--- config.mk ---
export PLATFORM = sky130hd
export DESIGN_NAME = dira_top
export DESIGN_NICKNAME = d
export VERILOG_FILES = /design/src/dira_pkg.sv /design/src/dira_code_mem.sv /design/src/dira_top.sv
export SDC_FILE = /design/constraint.sdc
export NUM_CORES = 1
export LEC_CHECK = 0
export BUFFER_PORTS_ARGS = -buffer_cell sky130_fd_sc_hd__buf_2
export CORE_MARGIN = 4
export CORE_UTILIZATION = 40
export CTS_CLUSTER_DIAMETER = 30
export DETAILED_ROUTE_END_ITERATION = 10
export PLACE_DENSITY_LB_ADDON = 0.08
export SLEW_MARGIN = 10
export SYNTH_ARGS = -nofsm -noshare
export SYNTH_HDL_FRONTEND = slang
export SYNTH_SLANG_ARGS = --single-unit
--- constraint.sdc ---
create_clock -name clock_i -period 18.9 [get_ports clock_i]
set_input_delay 5.67 -clock clock_i [delete_from_list [all_inputs] [get_ports clock_i]]
set_output_delay 5.67 -clock clock_i [all_outputs]
set_load 0.1 [all_outputs]
--- src/dira_pkg.sv ---
/*
  Package for the converter indirect register block: SFR addresses, select
  values, control field positions, reset values and load codes.
  Assumes an 8-bit special-function-register bus with one-cycle strobes.
*/
package dira_pkg;

  localparam logic [7:0] SFR_LOW_PORT  = 8'hb5;
  localparam logic [7:0] SFR_HIGH_PORT = 8'hb6;
  localparam logic [7:0] SFR_SELECT    = 8'hb7;

  localparam logic [7:0] SEL_CH0   = 8'h00;
  localparam logic [7:0] SEL_CTRL  = 8'h04;
  localparam logic [7:0] SEL_CTRL2 = 8'h05;
  localparam logic [7:0] SEL_LOAD  = 8'h06;

  localparam int OC_FLAG_BIT  = 7;
  localparam int OC_EN_BIT    = 6;
  localparam int IOFF_BIT     = 5;
  localparam int SINK_BIT     = 4;
  localparam int REF_BIT      = 2;
  localparam int MODE_LSB     = 0;

  localparam logic [7:0] CTRL01_RESET = 8'h63;
  localparam logic [7:0] CTRL23_RESET = 8'h03;
  localparam logic [7:0] LOAD_RESET   = 8'h00;
  localparam logic [7:0] SEL_RESET    = 8'h00;
  localparam logic [15:0] CODE_RESET  = 16'h0000;
  localparam logic [7:0] CTRL01_MASK  = 8'hf7;
  localparam logic [7:0] CTRL23_MASK  = 8'h07;

  localparam logic [1:0] OC_TICKS = 2'h3;

  typedef enum logic [1:0] {
    DIRA_LOAD_DIRECT = 2'b00,
    DIRA_LOAD_TICK   = 2'b01,
    DIRA_LOAD_HALF   = 2'b10,
    DIRA_LOAD_SYNC   = 2'b11
  } dira_load_t;

  typedef enum logic [1:0] {
    DIRA_MODE_NORMAL = 2'b00,
    DIRA_MODE_PD_1K  = 2'b01,
    DIRA_MODE_PD_100K = 2'b10,
    DIRA_MODE_PD_HIZ = 2'b11
  } dira_mode_t;

  typedef struct packed {
    logic       wr;
    logic       rd;
    logic [7:0] addr;
    logic [7:0] wdata;
  } dira_sfr_req_t;

  typedef struct packed {
    logic       volt_on;
    logic [1:0] pd_mode;
    logic       ref_ext;
    logic       cur_on;
    logic       cur_sink;
  } dira_chan_out_t;

endpackage : dira_pkg

--- src/dira_code_mem.sv ---
/*
  Holds the staged 16-bit channel codes written through the byte ports.
  Assumes the parent decodes writes; read data come out of a register.
*/
module dira_code_mem #(
  parameter int NCH = 4
) (
  input  wire logic                   clock_i,
  input  wire logic                   rst_i,
  input  wire logic                   ce_i,
  input  wire logic                   wr_lo_i,
  input  wire logic                   wr_hi_i,
  input  wire logic [1:0]             waddr_i,
  input  wire logic [7:0]             wdata_i,
  input  wire logic [1:0]             raddr_i,
  output logic      [15:0]            rdata_o,
  output logic      [NCH*16-1:0]      all_o
);

  logic [15:0] mem_q [NCH];

  for (genvar g = 0; g < NCH; g++) begin : g_word
    always_ff @(posedge clock_i or posedge rst_i) begin
      if (rst_i) begin
        mem_q[g] <= dira_pkg::CODE_RESET;
      end else if (ce_i && waddr_i == 2'(g)) begin
        if (wr_lo_i) mem_q[g][7:0] <= wdata_i;
        if (wr_hi_i) mem_q[g][15:8] <= wdata_i;
      end
    end
    assign all_o[g*16 +: 16] = mem_q[g];
  end

  always_ff @(posedge clock_i or posedge rst_i) begin
    if (rst_i) begin
      rdata_o <= dira_pkg::CODE_RESET;
    end else if (ce_i) begin
      rdata_o <= (int'(raddr_i) < NCH) ? mem_q[raddr_i] : dira_pkg::CODE_RESET;
    end
  end

endmodule : dira_code_mem

--- src/dira_top.sv ---
/*
  Converter indirect register block: select register, low and high byte
  ports, staged and live channel codes, control and load registers, and
  channel 0 overcurrent protection.
  Assumes an SFR bus with one-cycle rd/wr strobes, read data one cycle
  after the strobe, and a one-cycle millisecond and half-ms tick.
*/
module dira_top #(
  parameter int NCH = 4
) (
  input  wire logic                         clock_i,
  input  wire logic                         rst_i,
  input  wire logic                         ce_i,
  input  wire dira_pkg::dira_sfr_req_t      sfr_i,
  output logic      [7:0]                   sfr_rdata_o,
  input  wire logic                         millisecond_tick_i,
  input  wire logic                         half_millisecond_tick_i,
  input  wire logic                         over_range_i,
  output logic      [NCH*16-1:0]            channel_code_o,
  output dira_pkg::dira_chan_out_t [NCH-1:0] chan_out_o
);

  logic [7:0]  select_value_q;
  logic [7:0]  ctrl_q [4];
  logic [7:0]  load_control_q;
  logic [NCH*16-1:0] staged;
  logic [15:0] code_rdata;
  logic [1:0]  oc_cnt_q;
  logic        oc_trip_q;
  logic        or_s1_q;
  logic        or_s2_q;
  logic        or_s3_q;
  logic        or_hold_q;
  logic [1:0]  rd_kind_q;
  logic [7:0]  rd_ctl_q;
  logic        wr_lo;
  logic        wr_hi;
  logic        wr_sel;
  logic        code_sel;
  logic        sel_ok;
  logic        over_now;
  logic        flag_clear;

  // Narrow builds leave select 05h and the code selects from NCH up to 03h unmapped
  assign code_sel = select_value_q < dira_pkg::SEL_CTRL
                    && int'(select_value_q) < NCH;
  assign sel_ok   = (select_value_q == dira_pkg::SEL_CTRL2) ? (NCH == 4) : 1'b1;
  assign wr_lo    = ce_i && sfr_i.wr && sfr_i.addr == dira_pkg::SFR_LOW_PORT;
  assign wr_hi    = ce_i && sfr_i.wr && sfr_i.addr == dira_pkg::SFR_HIGH_PORT;
  assign wr_sel   = ce_i && sfr_i.wr && sfr_i.addr == dira_pkg::SFR_SELECT;

  always_ff @(posedge clock_i or posedge rst_i) begin
    if (rst_i) begin
      select_value_q <= dira_pkg::SEL_RESET;
    end else if (wr_sel) begin
      select_value_q <= sfr_i.wdata;
    end
  end

  dira_code_mem #(
    .NCH (NCH)
  ) u_mem (
    .clock_i (clock_i),
    .rst_i   (rst_i),
    .ce_i    (ce_i),
    .wr_lo_i (wr_lo && code_sel),
    .wr_hi_i (wr_hi && code_sel),
    .waddr_i (select_value_q[1:0]),
    .wdata_i (sfr_i.wdata),
    .raddr_i (select_value_q[1:0]),
    .rdata_o (code_rdata),
    .all_o   (staged)
  );

  // Raw over-range is an analog comparator, so it crosses into this domain
  always_ff @(posedge clock_i or posedge rst_i) begin
    if (rst_i) begin
      or_s1_q   <= 1'b0;
      or_s2_q   <= 1'b0;
      or_s3_q   <= 1'b0;
      or_hold_q <= 1'b0;
    end else if (ce_i) begin
      or_s1_q   <= over_range_i;
      or_s2_q   <= or_s1_q;
      or_s3_q   <= or_s2_q;
      or_hold_q <= over_now;
    end
  end
  // A change counts only once the last two stages agree, so a one-cycle
  // glitch can neither start nor break a run of overcurrent ticks
  assign over_now = (or_s2_q == or_s3_q) ? or_s2_q : or_hold_q;

  // Control registers; index 0/1 full, 2/3 reference and mode only
  for (genvar c = 0; c < 4; c++) begin : g_ctrl
    localparam logic [7:0] RST  = (c < 2) ? dira_pkg::CTRL01_RESET
                                          : dira_pkg::CTRL23_RESET;
    localparam logic [7:0] MASK = (c < 2) ? dira_pkg::CTRL01_MASK
                                          : dira_pkg::CTRL23_MASK;
    logic hit;
    assign hit = (c == 0) ? wr_lo && select_value_q == dira_pkg::SEL_CTRL :
                 (c == 1) ? wr_hi && select_value_q == dira_pkg::SEL_CTRL :
                 (c == 2) ? wr_lo && select_value_q == dira_pkg::SEL_CTRL2 && NCH == 4 :
                            wr_hi && select_value_q == dira_pkg::SEL_CTRL2 && NCH == 4;
    always_ff @(posedge clock_i or posedge rst_i) begin
      if (rst_i) begin
        ctrl_q[c] <= RST;
      end else if (hit) begin
        // The flag bit is status; its write is handled by the trip logic
        ctrl_q[c] <= (sfr_i.wdata & MASK & 8'h7f) | (ctrl_q[c] & 8'h80);
      end
    end
  end

  always_ff @(posedge clock_i or posedge rst_i) begin
    if (rst_i) begin
      load_control_q <= dira_pkg::LOAD_RESET;
    end else if (wr_lo && select_value_q == dira_pkg::SEL_LOAD) begin
      load_control_q <= (NCH == 4) ? sfr_i.wdata : {4'h0, sfr_i.wdata[3:0]};
    end
  end

  assign flag_clear = wr_lo && select_value_q == dira_pkg::SEL_CTRL
                      && !sfr_i.wdata[dira_pkg::OC_FLAG_BIT];

  // Counts consecutive millisecond ticks with overcurrent present
  always_ff @(posedge clock_i or posedge rst_i) begin
    if (rst_i) begin
      oc_cnt_q  <= 2'h0;
      oc_trip_q <= 1'b0;
    end else if (ce_i) begin
      if (!over_now) begin
        oc_cnt_q <= 2'h0;
      end else if (millisecond_tick_i && oc_cnt_q != dira_pkg::OC_TICKS) begin
        oc_cnt_q <= oc_cnt_q + 2'h1;
      end
      // Trip wins over a clear in the same cycle; clear fails while still over
      if (ctrl_q[0][dira_pkg::OC_EN_BIT] && over_now && millisecond_tick_i
          && oc_cnt_q == dira_pkg::OC_TICKS - 2'h1) begin
        oc_trip_q <= 1'b1;
      end else if (flag_clear && !over_now) begin
        oc_trip_q <= 1'b0;
      end else if (!ctrl_q[0][dira_pkg::OC_EN_BIT]) begin
        oc_trip_q <= 1'b0;
      end
    end
  end

  // Flag shows latched trip when enabled, raw comparator otherwise
  logic oc_flag;
  assign oc_flag = ctrl_q[0][dira_pkg::OC_EN_BIT] ? oc_trip_q : over_now;

  // Read path: codes come registered from memory, control bytes here
  always_ff @(posedge clock_i or posedge rst_i) begin
    if (rst_i) begin
      rd_kind_q <= 2'h0;
      rd_ctl_q  <= 8'h00;
    end else if (ce_i) begin
      rd_kind_q <= 2'h0;
      rd_ctl_q  <= 8'h00;
      if (sfr_i.rd && sfr_i.addr == dira_pkg::SFR_SELECT) begin
        rd_kind_q <= 2'h3;
        rd_ctl_q  <= select_value_q;
      end else if (sfr_i.rd && sfr_i.addr == dira_pkg::SFR_LOW_PORT && sel_ok) begin
        rd_kind_q <= code_sel ? 2'h1 : 2'h3;
        case (select_value_q)
          dira_pkg::SEL_CTRL:  rd_ctl_q <= {oc_flag, ctrl_q[0][6:0]};
          dira_pkg::SEL_CTRL2: rd_ctl_q <= ctrl_q[2];
          dira_pkg::SEL_LOAD:  rd_ctl_q <= load_control_q;
          default:             rd_ctl_q <= 8'h00;
        endcase
      end else if (sfr_i.rd && sfr_i.addr == dira_pkg::SFR_HIGH_PORT && sel_ok) begin
        rd_kind_q <= code_sel ? 2'h2 : 2'h3;
        case (select_value_q)
          dira_pkg::SEL_CTRL:  rd_ctl_q <= ctrl_q[1];
          dira_pkg::SEL_CTRL2: rd_ctl_q <= ctrl_q[3];
          default:             rd_ctl_q <= 8'h00;
        endcase
      end
    end
  end

  always_comb begin
    case (rd_kind_q)
      2'h1:    sfr_rdata_o = code_rdata[7:0];
      2'h2:    sfr_rdata_o = code_rdata[15:8];
      2'h3:    sfr_rdata_o = rd_ctl_q;
      default: sfr_rdata_o = 8'h00;
    endcase
  end

  // Live codes per channel, moved from staging under each load code
  for (genvar k = 0; k < NCH; k++) begin : g_live
    logic [15:0] live_q;
    logic        pend_q;
    dira_pkg::dira_load_t lc;
    logic [7:0]  cv;
    logic        sync_wr;
    logic        fire;
    assign lc = dira_pkg::dira_load_t'(load_control_q[2*k +: 2]);
    assign cv = ctrl_q[k];
    assign sync_wr = wr_lo && select_value_q == dira_pkg::SEL_LOAD
                     && sfr_i.wdata[2*k +: 2] == 2'b11;
    always_comb begin
      case (lc)
        dira_pkg::DIRA_LOAD_TICK:  fire = pend_q && millisecond_tick_i;
        dira_pkg::DIRA_LOAD_HALF:  fire = pend_q && half_millisecond_tick_i;
        default:                   fire = 1'b0;
      endcase
    end
    always_ff @(posedge clock_i or posedge rst_i) begin
      if (rst_i) begin
        live_q <= dira_pkg::CODE_RESET;
        pend_q <= 1'b0;
      end else if (ce_i) begin
        if (wr_lo && code_sel && select_value_q[1:0] == 2'(k)
            && lc == dira_pkg::DIRA_LOAD_DIRECT) begin
          live_q <= {staged[k*16+8 +: 8], sfr_i.wdata};
        end else if (sync_wr) begin
          live_q <= staged[k*16 +: 16];
        end else if (fire) begin
          live_q <= staged[k*16 +: 16];
        end
        if ((wr_lo || wr_hi) && code_sel && select_value_q[1:0] == 2'(k)) begin
          pend_q <= 1'b1;
        end else if (fire) begin
          pend_q <= 1'b0;
        end
      end
    end
    assign channel_code_o[k*16 +: 16] = live_q;
    logic normal;
    assign normal = cv[1:0] == dira_pkg::DIRA_MODE_NORMAL && !(k == 0 && oc_trip_q);
    always_ff @(posedge clock_i or posedge rst_i) begin
      if (rst_i) begin
        chan_out_o[k] <= '{volt_on: 1'b0, pd_mode: 2'b11, ref_ext: 1'b0,
                           cur_on: 1'b0, cur_sink: 1'b0};
      end else if (ce_i) begin
        chan_out_o[k].volt_on  <= normal;
        chan_out_o[k].pd_mode  <= (k == 0 && oc_trip_q) ? 2'b11 : cv[1:0];
        chan_out_o[k].ref_ext  <= cv[dira_pkg::REF_BIT];
        chan_out_o[k].cur_on   <= (k < 2) && normal && !cv[dira_pkg::IOFF_BIT];
        chan_out_o[k].cur_sink <= (k < 2) && cv[dira_pkg::SINK_BIT];
      end
    end
  end
endmodule : dira_top

==> out/metrics.yaml <==
synth:
  ys_seq_elements: 219
  ys_top_cells_by_count: "dfrtp_1, mux2_2, nor2_1"
  syn_inst: 750
  avgSynthCellArea_um2: 13.4
  synth_top_cell_area_share_pct: 49.7
  yosys.area.top_type: "dfrtp_1"
  synth.area.top_cells: "dfrtp_1, mux2_2, dfstp_2"
  ys.flop_type: "dfrtp_1"
  synthDistinctLibCells: 47
  synth-edff-count: 0
  synth_area_mm2: 0.0100
  yosysMostFrequentCell: "dfrtp_1"
  yosys_warnings: 0
  synth-seq-area-share_pct: 55.0
  ys_async_sr_fraction_pct: 100
floorplanning:
  coreArea_mm2: 0.0245
  fp-row-count: 57
  num_io_pins: 120
  initial_core_util_pct: 40.9
  die_x_um: 166
  die-area_mm2: 0.0276
  die_y_um: 166
timing:
  slew_headroom_pct: 30.8
  period_share_pct: 42.9
  post-route-min-period_ns: 8.11
  worst_slack_ns: 10.79
  skew_ns: 0.0192
  worstMarginPinSlew_ns: 1.04
  hold_viol: 0
  setup_viol: 0
  grt_setup_unrepaired: "no"
  slew_violations: 0
  max_freq_mhz: 123
  setup_tns_ns: 0
global_route:
  grt_usage_pct: 19.2
  antenna_found_initial: 0
  grt_pass1_wl_um: 42100
  grt-ovfl-total: 0
  grt_max_degree: 139
  grt_pass1_vias: 7037
hold_path:
  hold_path_class: "reg -> reg"
  whs_endpoint: "g_live[0].pend_q"
  hold_start: "g_live[0].pend_q"
  worstHoldPathCells: 2
clock_tree:
  cts_resized: 0
  cts_buffer_depth: 3
  cts_root_buffer: "clkbuf_16"
  cts-buffers-inserted: 44
  clk_pin_slew_ns: 0.05
  cts_sinks: 219
  h-tree-depth: 2
  cts_tree: "built"
  clk_latency_ns: 0.52
  hold_buffers: 0
  cts_setup_buffers: 0
pwr:
  vdd_drop_max_mv: 0.0589
  power.leakage_nw: 6.25
  p_per_area_mw_per_mm2: 106
final_layout:
  n_fill_cell: 2126
  fin_area_mm2: 0.0124
  diodes: 0
  seqCellArea_mm2: 0.00551
  multi_input_area_mm2: 0.00426
  num-nets-final: 914
  final_layout_size_suffix_gt1_share_pct: 48.1
  syn_to_final_growth_pct: 23.6
  fin_cells: 1238
routing:
  first_pass_iters: 4
  drt-total-wl_um: 26600
  drt-wirelength-per-cell_um: 21.4
  drtIter0Drc: 327
  num_vias: 6536
  route.detailed.drc: 0
  via_per_inst: 5.28
  ant_nets: 0
worst_setup_path:
  cp-end-kind: "output pin"
  r2r_cells: 5
  rr_startpoint: "select_value_q[3]"
  path_cells: "inv_1, nor2_1, nand2_1, o21ai_0, buf_2"
  cp-start-kind: "flop"
  worstPathMaxFanout: 9
  crit_type: "reg -> out"
  slowest_stage: "dfrtp_1"
  cpPeakStageDelay_ns: 0.63
  rr_endpoint: "g_live[2].live_q[11]"
  required_ns: 13.23
  r2r_slack_ns: 15.63
  worstPathArrival_ns: 2.44
outcome:
  status: "finished clean"
place:
  portBuffers: 115
  preCtsSetupSlack_ns: 10.41
  place_inst: 1158
  dpl.hpwl_um: 17900
  postPlaceCellArea_mm2: 0.0109
  place.gp.congestion: 0.798
run:
  drv_cap: 0
==> critical path, delay by kind of cell (launching register included) <==
| family | cells | cell delay [ns] |
|---|---|---|
| AOI/OAI and AO/OA | 1 | 0.17 |
| buffers and inverters | 2 | 0.63 |
| DFF | 1 | 0.63 |
| and+or+nand+nor | 2 | 0.49 |
==> stage by stage <==
stage               util (%)  hold WS (ns)  total power, mW
floorplan                  -         0.450            0.530
global placement        44.5         0.475            0.546
detailed placement      44.5         0.469            0.548
CTS                     50.6         0.479             1.32
global route            50.6         0.510             1.35
finish                  50.6         0.481             1.31
==> cell families (layout without fill, tap and decap cells) <==
kind of cell,count (synthesis),count (layout),share of synthesized area (%)
AOI/OAI and AO/OA,72,72,4.16
adders and majority gates,11,11,1.35
buffers and inverters,59,220,2.62
DFF,219,219,55.0
muxes,246,246,29.3
other,1,4,0.0374
and+or+nand+nor,142,142,7.51
==> flip-flops by register name, summed over array words and instances, names as in the netlist, 2 cells and up <==
register	count
g_live.cv	18
u_mem.all_o	64
rd_kind_q	2
select_value_q	8
rd_ctl_q	8
chan_out_o	20
load_control_q	8
oc_cnt_q	2
u_mem.rdata_o	16
g_live.pend_q	4
g_live.live_q	64
==> where the power goes <==
part,internal [mW],switching (mW),total [mW],leakage (nW)
logic,0.0153,0.0410,0.0563,2.61
clock network,0.509,0.260,0.769,0.717
registers,0.478,0.00576,0.483,2.92
==> worst max path at each step <==
| stage | startpoint | endpoint | slack [ns] | cells after the start |
|---|---|---|---|---|
| 6_report | rd_kind_q[0] | sfr_rdata_o[0] | 10.79 | 5 |
| 5_1_grt | rd_kind_q[0] | sfr_rdata_o[7] | 10.56 | 5 |
| 4_1_cts | rd_kind_q[0] | sfr_rdata_o[7] | 10.74 | 5 |
| 3_3_place_gp | ce_i | g_live[3].live_q[9] | 10.46 | 8 |
| 2_1_floorplan | rst_i | chan_out_o[0] | 7.27 | 1 |
| 3_5_place_dp | ce_i | g_live[3].live_q[8] | 10.41 | 8 |
==> metal layers <==
metal / up-vias / GRT usage (%) / part of all wire [%]
met5: - / 0 / 0
met4: 0 / 4.16 / 1.4
met3: 33 / 3.90 / 4.3
met2: 159 / 32.0 / 49
met1: 3350 / 26.1 / 45
li1: 2994 / - / -
==> layout by cell type (no fill, tap or decap), types with 2 or more instances in the layout <==
master / count
o211ai_1: 2
nand4b_1: 2
a41oi_1: 4
conb_1: 4
o22ai_1: 8
mux4_2: 16
nand2b_1: 6
mux2_2: 180
bufinv_16: 4
nor2b_1: 8
nor2_1: 43
a21oi_1: 38
inv_6: 7
nand2_2: 5
o21ai_0: 14
dfrtp_1: 199
ha_1: 10
clkbuf_8: 6
nand3_1: 14
nand2_1: 31
mux2_4: 10
clkinv_4: 4
nor4_1: 5
clkinv_2: 4
dfstp_2: 20
clkinvlp_4: 7
a31oi_1: 2
buf_4: 8
nand4_2: 3
nor3b_1: 3
a211oi_1: 3
or4_1: 4
nor3_1: 6
buf_2: 115
mux2i_1: 39
inv_1: 16
clkbuf_16: 44
nand4_1: 2
clkbuf_1: 3
==> final cells by class <==
| cell class | count | share of cell area, % |
|---|---|---|
| Clock inverter | 27 | 2.47 |
| Inverter | 17 | 0.576 |
| Multi-Input combinational cell | 475 | 34.4 |
| Sequential cell | 219 | 44.5 |
| Tap cell | 324 | 3.28 |
| Timing Repair Buffer | 123 | 5.14 |
| Clock buffer | 53 | 9.66 |
No activity file was read; power rests on OpenSTA's default activity.
